<file path="src/include/cis_pkg.sv">
`default_nettype none
package cis_pkg;

	// irq_control_reg bit positions
	localparam int CTL_GIE   = 7;
	localparam int CTL_PERIPHERAL_IRQ_ENABLE  = 6;
	localparam int CTL_TMR_E = 5;
	localparam int CTL_EXT_E = 4;
	localparam int CTL_PC_E  = 3;
	localparam int CTL_TMR_F = 2;
	localparam int CTL_EXT_F = 1;
	localparam int CTL_PC_F  = 0;

	// values after any reset
	localparam logic [7:0] CTL_RESET = 8'h00;
	localparam logic [7:0] PIE_RESET = 8'h00;
	localparam logic [7:0] PIR_RESET = 8'h00;

	// implemented peripheral enable/request bits (6, 4, 3, 1)
	localparam logic [7:0] PERIPH_MASK = 8'h5a;

	// service routine entry address
	localparam logic [15:0] VECTOR_ADDR = 16'h0004;

	// clocks per instruction cycle and post-wake hold
	localparam int PHASES_PER_CYCLE = 4;
	localparam logic [1:0] WAKE_HOLD_CYC = 2'h2;

	// latency window in instruction cycles
	localparam int SYNC_LAT_MIN  = 3;
	localparam int SYNC_LAT_MAX  = 4;
	localparam int ASYNC_LAT_MAX = 5;

	typedef enum logic [1:0] {
		PH_Q1,
		PH_Q2,
		PH_Q3,
		PH_Q4
	} cis_phase_e;

	typedef struct packed {
		logic       ctl_we;
		logic       pie_we;
		logic       pir_we;
		logic [7:0] data;
	} cis_wr_s;

	typedef struct packed {
		logic       timer_ovf;
		logic [7:0] periph;
	} cis_evt_s;

	typedef struct packed {
		logic return_from_interrupt;
		logic asleep;
	} cis_core_s;

	typedef struct packed {
		logic [7:0] ctl;
		logic [7:0] pie;
		logic [7:0] pir;
	} cis_regs_s;

	typedef struct packed {
		logic        flush;
		logic        push;
		logic        load_vector;
		logic        pop;
		logic [15:0] vector;
	} cis_cmd_s;

endpackage : cis_pkg
`default_nettype wire

</file>
<file path="src/rtl/cis_ext_edge.sv">
`timescale 1ns/1ps
`default_nettype none
module cis_ext_edge (
	input  wire logic clk_i,
	input  wire logic nrst_i,
	input  wire logic pin_i,
	input  wire logic rise_sel_i,
	output logic      edge_o
);

	logic       meta_ff;
	logic       sync_ff;
	logic       prev_ff;
	logic [2:0] prime_ff;

	// two-stage synchroniser; meta_ff feeds sync_ff only
	always_ff @(posedge clk_i or negedge nrst_i) begin
		if (!nrst_i) begin
			meta_ff <= 1'b0;
			sync_ff <= 1'b0;
			prev_ff <= 1'b0;
		end else begin
			meta_ff <= pin_i;
			sync_ff <= meta_ff;
			prev_ff <= sync_ff;
		end
	end

	// no edge until meta, sync and prev all hold real pin values;
	// a pin idling high would otherwise look like a rising edge
	always_ff @(posedge clk_i or negedge nrst_i) begin
		if (!nrst_i) begin
			prime_ff <= 3'h0;
		end else begin
			prime_ff <= {prime_ff[1:0], 1'b1};
		end
	end

	always_comb begin
		if (!prime_ff[2]) begin
			edge_o = 1'b0;
		end else if (rise_sel_i) begin
			edge_o = sync_ff & ~prev_ff;
		end else begin
			edge_o = ~sync_ff & prev_ff;
		end
	end

endmodule : cis_ext_edge
`default_nettype wire

</file>
<file path="src/rtl/cis_core.sv">
`timescale 1ns/1ps
`default_nettype none
// How it works
// - reset clears every enable, so no vector redirection until firmware.
// - request needs global and own enable; peripheral ones also need peripheral_irq_enable.
// - event flags set regardless of any enable bit.
// - entry flushes, clears global enable, pushes pc, loads 0004h.
// - with global enable clear, flags still set but no redirect.
// - return pops pc and sets global enable again.
// - flag set while disabled is serviced once global enable returns.
// - synchronous events reach the vector in three to four cycles.
// - asynchronous events reach the vector in three to five cycles.
// - latency independent of one- or two-cycle current instruction.
// - pin flag may set in phases four and one; sampled every phase one.
// - on wake, vector if global enable set, else continue after sleep.
// - instruction after sleep always executes before the vector.
// - pin edge is rising when select set, falling when clear.
// - selected pin edge sets pin flag; redirect if both enables set.
// - entry saves only the return pc; nothing else is stacked.
// - pin-change summary is read-only, clears when all flags clear.
// - control layout: gie, peripheral_irq_enable, three enables, three flags to bit 0.
module cis_core #(
	parameter int IOC_W = 4
) (
	input  wire logic               clk_i,
	input  wire logic               nrst_i,
	input  wire cis_pkg::cis_wr_s   wr_i,
	input  wire cis_pkg::cis_evt_s  events_i,
	input  wire logic               ext_pin_i,
	input  wire logic               ext_edge_select_i,
	input  wire logic [IOC_W-1:0]   pin_change_flag_reg_i,
	input  wire cis_pkg::cis_core_s core_i,
	output cis_pkg::cis_regs_s      regs_o,
	output cis_pkg::cis_cmd_s       cmd_o,
	output cis_pkg::cis_phase_e     phase_o,
	output logic                    irq_req_o,
	output logic                    wake_o,
	output logic                    service_active_o
);
	import cis_pkg::*;

	cis_phase_e phase_ff;
	cis_phase_e nxt_phase;

	logic [7:0] ctl_ff;
	logic [7:0] nxt_ctl;
	logic [7:0] pie_ff;
	logic [7:0] nxt_pie;
	logic [7:0] pir_ff;
	logic [7:0] nxt_pir;

	logic       ext_edge;
	logic       ext_pend_ff;
	logic       ext_window;
	logic       ext_set;

	logic       tmr_hit;
	logic       ext_hit;
	logic       pc_hit;
	logic       core_hit;
	logic [7:0] periph_pairs;
	logic       periph_any;
	logic       periph_hit;
	logic       any_hit;
	logic       irq_req;
	logic [2:1] hw_set;

	logic [1:0] post_wake_ff;
	logic [1:0] nxt_post_wake;
	logic       sample_ok;
	logic       sample_ff;
	logic       entry;
	cis_cmd_s   cmd_ff;
	cis_cmd_s   nxt_cmd;
	logic       in_service_ff;

	logic       q1;
	logic       q4;

	// instruction cycle phase sequencer
	always_comb begin
		case (phase_ff)
			PH_Q1: begin
				nxt_phase = PH_Q2;
			end
			PH_Q2: begin
				nxt_phase = PH_Q3;
			end
			PH_Q3: begin
				nxt_phase = PH_Q4;
			end
			PH_Q4: begin
				nxt_phase = PH_Q1;
			end
			default: begin
				nxt_phase = PH_Q1;
			end
		endcase
	end

	always_ff @(posedge clk_i or negedge nrst_i) begin
		if (!nrst_i) begin
			phase_ff <= PH_Q1;
		end else begin
			phase_ff <= nxt_phase;
		end
	end

	assign q1 = (phase_ff == PH_Q1);
	assign q4 = (phase_ff == PH_Q4);

	// external pin: synchronise, then pick the selected edge
	cis_ext_edge u_ext_edge (
		.clk_i      (clk_i),
		.nrst_i     (nrst_i),
		.pin_i      (ext_pin_i),
		.rise_sel_i (ext_edge_select_i),
		.edge_o     (ext_edge)
	);

	// pin flag may only be set by an edge in phases four and one
	assign ext_window = q4 | q1;

	// an edge outside the window waits rather than being lost
	always_ff @(posedge clk_i or negedge nrst_i) begin
		if (!nrst_i) begin
			ext_pend_ff <= 1'b0;
		end else if (ext_edge && !ext_window) begin
			ext_pend_ff <= 1'b1;
		end else if (ext_window) begin
			ext_pend_ff <= 1'b0;
		end
	end

	assign ext_set = ext_window & (ext_edge | ext_pend_ff);

	// request gating, one term per core source
	always_comb begin
		tmr_hit  = ctl_ff[CTL_TMR_E] & ctl_ff[CTL_TMR_F];
		ext_hit  = ctl_ff[CTL_EXT_E] & ctl_ff[CTL_EXT_F];
		pc_hit   = ctl_ff[CTL_PC_E] & ctl_ff[CTL_PC_F];
		core_hit = tmr_hit | ext_hit | pc_hit;
	end

	// peripheral sources need peripheral_irq_enable on top of their own enable;
	// unimplemented bits are masked again so they can never request
	always_comb begin
		periph_pairs = pie_ff & pir_ff & PERIPH_MASK;
		periph_any   = |periph_pairs;
		periph_hit   = ctl_ff[CTL_PERIPHERAL_IRQ_ENABLE] & periph_any;
	end

	// global enable gates everything last
	always_comb begin
		any_hit = core_hit | periph_hit;
		irq_req = ctl_ff[CTL_GIE] & any_hit;
	end

	// hardware sets gathered apart from the software write,
	// so that the set is applied after the write and wins
	always_comb begin
		hw_set = 2'h0;
		if (events_i.timer_ovf) begin
			hw_set[CTL_TMR_F] = 1'b1;
		end
		if (ext_set) begin
			hw_set[CTL_EXT_F] = 1'b1;
		end
	end

	// software write, hardware set; a set in the same cycle wins
	always_comb begin
		nxt_ctl = ctl_ff;
		if (wr_i.ctl_we) begin
			nxt_ctl[CTL_GIE:CTL_EXT_F] = wr_i.data[CTL_GIE:CTL_EXT_F];
		end
		if (entry) begin
			nxt_ctl[CTL_GIE] = 1'b0;
		end
		if (core_i.return_from_interrupt) begin
			nxt_ctl[CTL_GIE] = 1'b1;
		end
		nxt_ctl[CTL_TMR_F] = nxt_ctl[CTL_TMR_F] | hw_set[CTL_TMR_F];
		nxt_ctl[CTL_EXT_F] = nxt_ctl[CTL_EXT_F] | hw_set[CTL_EXT_F];
		// summary bit ignores writes, follows the pin-change flags
		nxt_ctl[CTL_PC_F] = |pin_change_flag_reg_i;
	end

	always_ff @(posedge clk_i or negedge nrst_i) begin
		if (!nrst_i) begin
			ctl_ff <= CTL_RESET;
		end else begin
			ctl_ff <= nxt_ctl;
		end
	end

	// peripheral enables
	always_comb begin
		nxt_pie = pie_ff;
		if (wr_i.pie_we) begin
			nxt_pie = wr_i.data & PERIPH_MASK;
		end
	end

	always_ff @(posedge clk_i or negedge nrst_i) begin
		if (!nrst_i) begin
			pie_ff <= PIE_RESET;
		end else begin
			pie_ff <= nxt_pie;
		end
	end

	// peripheral flags set whatever the enables say
	always_comb begin
		nxt_pir = pir_ff;
		if (wr_i.pir_we) begin
			nxt_pir = wr_i.data;
		end
		nxt_pir = (nxt_pir | events_i.periph) & PERIPH_MASK;
	end

	always_ff @(posedge clk_i or negedge nrst_i) begin
		if (!nrst_i) begin
			pir_ff <= PIR_RESET;
		end else begin
			pir_ff <= nxt_pir;
		end
	end

	// wake needs enables only; global enable picks vector or fall-through
	assign wake_o = core_i.asleep & any_hit;

	// hold off entry until the instruction after sleep has run;
	// counted in cycle boundaries, so it cannot end mid-instruction
	always_comb begin
		nxt_post_wake = post_wake_ff;
		if (core_i.asleep) begin
			nxt_post_wake = WAKE_HOLD_CYC;
		end else if (q4 && post_wake_ff != 2'h0) begin
			nxt_post_wake = post_wake_ff - 2'h1;
		end
	end

	always_ff @(posedge clk_i or negedge nrst_i) begin
		if (!nrst_i) begin
			post_wake_ff <= 2'h0;
		end else begin
			post_wake_ff <= nxt_post_wake;
		end
	end

	// phase-one sample condition; sleeping or still holding blocks it
	always_comb begin
		sample_ok = irq_req;
		if (core_i.asleep) begin
			sample_ok = 1'b0;
		end
		if (post_wake_ff != 2'h0) begin
			sample_ok = 1'b0;
		end
	end

	// decision sampled each phase one, taken at the end of the cycle;
	// instruction length is never looked at, so latency stays fixed
	always_ff @(posedge clk_i or negedge nrst_i) begin
		if (!nrst_i) begin
			sample_ff <= 1'b0;
		end else if (q1) begin
			sample_ff <= sample_ok;
		end else if (q4) begin
			sample_ff <= 1'b0;
		end
	end

	// gie re-checked so a software disable mid-cycle still blocks entry
	always_comb begin
		entry = 1'b0;
		if (q4 && sample_ff) begin
			entry = ctl_ff[CTL_GIE] & ~core_i.asleep;
		end
	end

	// one-cycle command strobe to the fetch sequencer
	always_comb begin
		nxt_cmd = '0;
		if (entry) begin
			nxt_cmd.flush       = 1'b1;
			nxt_cmd.push        = 1'b1;
			nxt_cmd.load_vector = 1'b1;
			nxt_cmd.vector      = VECTOR_ADDR;
		end
		if (core_i.return_from_interrupt) begin
			nxt_cmd.pop = 1'b1;
		end
	end

	always_ff @(posedge clk_i or negedge nrst_i) begin
		if (!nrst_i) begin
			cmd_ff <= '0;
		end else begin
			cmd_ff <= nxt_cmd;
		end
	end

	// in-service marker; a pending flag after return re-enters
	always_ff @(posedge clk_i or negedge nrst_i) begin
		if (!nrst_i) begin
			in_service_ff <= 1'b0;
		end else if (entry) begin
			in_service_ff <= 1'b1;
		end else if (core_i.return_from_interrupt) begin
			in_service_ff <= 1'b0;
		end
	end

	assign regs_o.ctl       = ctl_ff;
	assign regs_o.pie       = pie_ff;
	assign regs_o.pir       = pir_ff;
	assign cmd_o            = cmd_ff;
	assign phase_o          = phase_ff;
	assign irq_req_o        = irq_req;
	assign service_active_o = in_service_ff;

endmodule : cis_core
`default_nettype wire

</file>
<file path="config.mk">
export PLATFORM = sky130hd
export DESIGN_NAME = cis_core
export DESIGN_NICKNAME = d
export VERILOG_FILES = /design/src/include/cis_pkg.sv /design/src/rtl/cis_ext_edge.sv /design/src/rtl/cis_core.sv
export SDC_FILE = /design/constraint.sdc
export NUM_CORES = 1
export LEC_CHECK = 0
export BUFFER_PORTS_ARGS = -buffer_cell sky130_fd_sc_hd__buf_2
export CORE_AREA = 5 5 63 65
export CTS_BUF_LIST = sky130_fd_sc_hd__clkbuf_8 sky130_fd_sc_hd__clkbuf_16
export DETAILED_ROUTE_END_ITERATION = 6
export DIE_AREA = 0 0 68 70
export GPL_TIMING_DRIVEN = 0
export PLACE_DENSITY = 0.79
export SYNTH_ARGS = -nofsm -noshare
export SYNTH_HDL_FRONTEND = slang
export SYNTH_SLANG_ARGS = --single-unit
</file>
<file path="constraint.sdc">
create_clock -name clk_i -period 2.1 [get_ports clk_i]
set_input_delay 0.21 -clock clk_i [delete_from_list [all_inputs] [get_ports clk_i]]
set_output_delay 0.21 -clock clk_i [all_outputs]
set_load 0.1 [all_outputs]
</file>
=== Yosys cells after proc, flatten, opt, wreduce, memory -nomap -nowiden ===
Index checks and enable logic that the tools add are counted.

* Add/sub/neg operators: 1
* Equal/unequal tests: 3
* Mux-type cells: 23
* Bitwise operators: 22
* Reductions and logical operators: 13

{| class="wikitable"
|+ Operators with widths
! cell !! count
|-
| 1-bit 2-to-1 mux || 16
|-
| 7-bit 2-to-1 mux || 2
|-
| 1-bit AND || 10
|-
| 2-bit nonzero test || 5
|-
| 2-bit case mux with 4 select lines || 1
|-
| 4-bit OR reduction || 2
|-
| 7-bit AND || 1
|-
| 1-bit bitwise OR || 7
|-
| 7-bit bitwise OR || 1
|-
| 3-bit 2-to-1 mux || 2
|-
| 2-bit == test, second input constant || 2
|-
| 2-bit 2-to-1 mux || 2
|-
| 1-bit logical AND || 3
|-
| 1-bit NOT || 3
|-
| 3-bit nonzero test || 1
|-
| 2-bit by 1-bit == test with 1-bit output, second input constant || 1
|-
| 2-bit zero test || 1
|-
| 2-bit by 1-bit subtractor with 2-bit output, second input constant || 1
|-
| 1-bit zero test || 1
|}

* Flip-flop bits (word level): 36
* Input bits: 30
* Output and inout port bits: 49
* Logic and storage cells: 81

=== Logic depth before layout (Yosys ltp) ===
* Depth in word-level cells: 8
* Gate-level depth with buffers: 5
* Depth with buffers taken out: 5

=== Hierarchy ===
Synthesis repeated with hierarchy kept, for this count alone.

* Cell total of the unflattened synthesis: 117
* Area total of the unflattened synthesis: 1428.9 µm²

{| class="wikitable"
|+ By module, submodules not included
! module !! times used !! cells an instance !! area each (µm²) !! sequential area each (µm²)
|-
| cis_core || 1 || 107 || 1251.2 || 625.6
|-
| cis_ext_edge || 1 || 10 || 177.7 || 150.1
|}

=== Worst setup path after synthesis ===
OpenSTA, ideal clock, no wires.

* Path kind: register to output
* Start: register pie_ff[1]
* End: output irq_req_o
* Data arrival time: 3.512 ns
* Data required time: 1.890 ns
* Setup slack: -1.622 ns
* Cell stages (with the launch flop): 4
* Buffers on the path: 0
* Path through: dfrtp_1 -> a22o_1 -> o21ai_0 -> a21boi_0

* Longest elaborated chain between the ends: 5

{| class="wikitable"
|+ Ends and longest elaborated chain
! what !! line !! RTL
|-
| start, declared || cis_core.sv:47 || <nowiki>logic [7:0] pie_ff;</nowiki>
|-
| start signal, assigned || cis_core.sv:209 || <nowiki>pie_ff <= nxt_pie;</nowiki>
|-
| 7-bit AND || cis_core.sv:148 || <nowiki>periph_pairs = pie_ff & pir_ff & PERIPH_MASK;</nowiki>
|-
| 4-bit OR reduction || cis_core.sv:149 || <nowiki>periph_any = |periph_pairs;</nowiki>
|-
| 1-bit AND || cis_core.sv:150 || <nowiki>periph_hit = ctl_ff[CTL_PERIPHERAL_IRQ_ENABLE] & periph_any;</nowiki>
|-
| 1-bit bitwise OR || cis_core.sv:155 || <nowiki>any_hit = core_hit | periph_hit;</nowiki>
|-
| 1-bit AND || cis_core.sv:156 || <nowiki>irq_req = ctl_ff[CTL_GIE] & any_hit;</nowiki>
|-
| end, declared || cis_core.sv:36 || <nowiki>output logic irq_req_o,</nowiki>
|}

No other way between the ends.

=== Worst setup path after layout ===
* Start: register pir_ff[1]
* End: output wake_o

* Longest elaborated chain between the ends: 5

{| class="wikitable"
|+ Ends and longest elaborated chain
! what !! line !! RTL
|-
| start, declared || cis_core.sv:49 || <nowiki>logic [7:0] pir_ff;</nowiki>
|-
| start signal, assigned || cis_core.sv:226 || <nowiki>pir_ff <= nxt_pir;</nowiki>
|-
| 7-bit AND || cis_core.sv:148 ||
|-
| 4-bit OR reduction || cis_core.sv:149 ||
|-
| 1-bit AND || cis_core.sv:150 ||
|-
| 1-bit bitwise OR || cis_core.sv:155 ||
|-
| 1-bit AND || cis_core.sv:231 || <nowiki>assign wake_o = core_i.asleep & any_hit;</nowiki>
|-
| end, declared || cis_core.sv:37 || <nowiki>output logic wake_o,</nowiki>
|}

No other way between the ends.

==> impl_metrics.py <==
metrics = {
    "worst_setup_path": {
        "cp.required_ns": 1.89,
        "reg2reg_slack_ns": 0.70,
        "path_cells": "a22o_1 -> o21ai_1 -> a21boi_4 -> buf_2",
        "slowest_stage": "dfrtp_2",
        "arrival_ns": 1.69,
        "max_stage_delay_ns": 0.40,
        "crit_path_end_kind": "primary output",
        "path_max_fanout": 3,
        "crit_path_start_kind": "register",
        "setup.worst_path.class": "register to primary output",
    },
    "power_and_ir_drop": {
        "p_per_area_nw_per_um2": 893,
        "worst_ir_drop_vdd_v": 0.000485,
        "p_leak_nw": 1.06,
    },
    "sta": {
        "finClkSkew_ns": 0.00178,
        "finalSetupViolCount": 0,
        "slew_headroom_pct": 55.8,
        "post-route-min-period_ns": 1.90,
        "period_share_pct": 90.5,
        "fin_setup_tns_ns": 0,
        "fin_hold_ws_ns": 0.0362,
        "finalHoldViolCount": 0,
        "grt_setup_unrepaired": "no",
        "setup_slack_ns": 0.200,
        "fmax_mhz": 526,
        "maxSlewViolCount": 0,
        "tightest_slew_ns": 0.663,
    },
    "synthesis": {
        "ys.flop_type": "dfrtp_1",
        "ys_ff_latch": 31,
        "netlist.area_leader.share_pct": 53.9,
        "synth.most_common_cell": "dfrtp_1",
        "syn_area_um2": 1440,
        "ys_warn_count": 0,
        "synth_area_per_cell_um2": 12.1,
        "ys_seq_area_share_pct": 53.9,
        "synth_cell_types": 29,
        "yosysTopAreaCell": "dfrtp_1",
        "synthTopCellsByCount": "dfrtp_1 (31), buf_4 (26), mux2_2 (8), inv_1 (7), a211o_1 (6)",
        "yosys-top-cells-area": "dfrtp_1 (54%), buf_4 (14%), mux2_2 (6.3%)",
        "async_reset_ff_share_pct": 100,
        "synth_edf_count": 0,
        "synth_cells": 119,
    },
    "clock_tree": {
        "cts_tree": "yes",
        "cts-root-buf": "clkbuf_8",
        "cts.sinks": 31,
        "clk_latency_ns": 0.28,
        "htree_levels": 2,
        "clk_path_buf_depth": 2,
        "cts_made_buffers": 5,
        "path_clk_slew_ns": 0.06,
    },
    "floorplan": {
        "coreArea_um2": 3280,
        "rows": 21,
        "initial_utilization_pct": 43.8,
        "die_y_um": 70,
        "io_pins": 79,
        "die_w_um": 68,
        "dieArea_um2": 4760,
    },
    "layout": {
        "drive_gt1_share_pct": 55.5,
        "final_core_util_pct": 60.4,
        "fillCellCount": 284,
        "num-nets-final": 233,
        "antenna_cells": 0,
        "synthToLayoutAreaGrowth_pct": 37.8,
    },
    "drt": {
        "vias_per_cell": 4.18,
        "ant_nets": 0,
        "drtIter0Drc": 25,
        "drt-total-wl_mm": 2.85,
        "avgRoutedWirePerCell_um": 11.6,
        "vias": 1029,
        "dr.pass1.iters": 5,
        "drc_errors": 0,
    },
    "run_status": {
        "status": "finished, final reports clean",
    },
    "placed_design": {
        "place_ws_ns": 0.201,
        "numPortBuffers": 49,
        "hpwl_mm": 2.26,
        "routabilityCongestion": 0.702,
    },
    "global_route": {
        "grt_use_total_pct": 12.4,
        "grt_pass1_vias": 967,
        "overflow": 0,
        "grt_pass1_wl_mm": 4.46,
        "grt_max_degree": 32,
        "antenna_found_initial": 0,
    },
    "job": {
        "maxCapViolCount": 0,
    },
    "worst_hold_path": {
        "hold_path_class": "input port to register",
    },
}
## worst paths after layout
kind / start / cells after the start / endpoint
max reg2reg: phase_o[0] / 5 / sample_ff
max: pir_ff[1] / 4 / wake_o
min in group asynchronous: nrst_i / 2 / ctl_ff[4]
min: ext_pin_i / 1 / u_ext_edge.meta_ff
max in group asynchronous: nrst_i / 2 / ctl_ff[6]
min reg2reg: u_ext_edge.prime_ff[1] / 0 / u_ext_edge.prime_ff[2]
## cell usage in the layout, fill, tap and decap left out, types with 2 or more instances in the layout
cell type,Yosys,routed
mux2_2,8,8
clkbuf_8,0,7
nor2b_1,5,5
nand2_1,2,2
dfrtp_1,31,16
inv_1,7,8
a21boi_4,0,2
nor2_1,2,2
a22o_1,2,2
and3b_1,2,2
conb_1,2,24
buf_4,26,27
buf_2,1,50
dfrtp_2,0,15
ha_1,4,4
a211o_1,6,6
mux2i_1,2,2
o211ai_1,3,3
o21ai_1,1,2
## state kept, by name (all words and copies together), names as in the netlist
register,count
post_wake_ff,2
pir_ff,4
phase_o,2
ext_pend_ff,1
sample_ff,1
u_ext_edge.meta_ff,1
u_ext_edge.sync_ff,1
ctl_ff,8
pie_ff,4
cmd_o,2
service_active_o,1
u_ext_edge.prime_ff,3
u_ext_edge.prev_ff,1
## worst max-delay path, delay by kind of cell, from the launching register on
kind                   cells  cell delay [ns]
AO/OA/AOI/OAI              3             0.71
flip-flops                 1             0.40
buffers and inverters      1             0.30
## where the power goes
group | total [mW] | switching (mW) | internal (mW)
Clock | 0.500 | 0.206 | 0.294
Combinational | 0.609 | 0.494 | 0.115
Sequential | 0.663 | 0.0244 | 0.639
## kinds of logic (layout without fill, tap and decap cells)
family / Yosys count / in the layout / synth area share (%)
XOR/XNOR: 1 / 1 / 0.609
other: 2 / 24 / 0.522
flip-flops: 31 / 31 / 53.9
AND/OR/NAND/NOR: 17 / 17 / 7.39
adder cells (fa/ha/maj): 4 / 4 / 3.48
buffers and inverters: 34 / 93 / 15.7
multiplexers: 10 / 10 / 7.65
AO/OA/AOI/OAI: 20 / 20 / 10.7
## stage by stage
step / instances / power, mW / area [um^2]
finish: 246 / 1.77 / 1980
global route: 246 / 1.84 / 1980
CTS: 246 / 1.79 / 1980
detailed placement: 236 / 1.28 / 1870
global placement: 236 / 1.27 / 1870
floorplan: 141 / 1.19 / 1560
## what timing repair did
| item | CTS | global route |
|---|---|---|
| hold buffers | 1 | 0 |
| buffers inserted | 1 | 0 |
| pin swaps | 1 | 0 |
| hold endpoints to repair | 31 | 0 |
| setup endpoints to repair | 2 | 2 |
| resized for setup | 0 | 1 |
## area by class of cell
class                      instances  area (um^2)  share of cell area, %
tap                               46         57.6                   2.90
clock buffer                       7         96.3                   4.86
multi-input combinational         76          542                   27.3
clock inverter                     1         3.75                  0.189
inverter                           7         26.3                   1.32
timing repair buffer              51          263                   13.2
sequential                        31          795                   40.1
buffer                            27          200                   10.1
## routing by layer
layer  part of all wire [%]  wire length, um  vias to the layer above  global-route usage [%]
li1                       -                -                      513                       -
met1                     42             1210                      459                    16.2
met2                     43             1240                       53                    17.8
met3                     13              375                        4                    5.29
met4                    1.1               32                        0                    5.30
met5                      0                0                        -                       0
(Power assumes the default switching activity.)
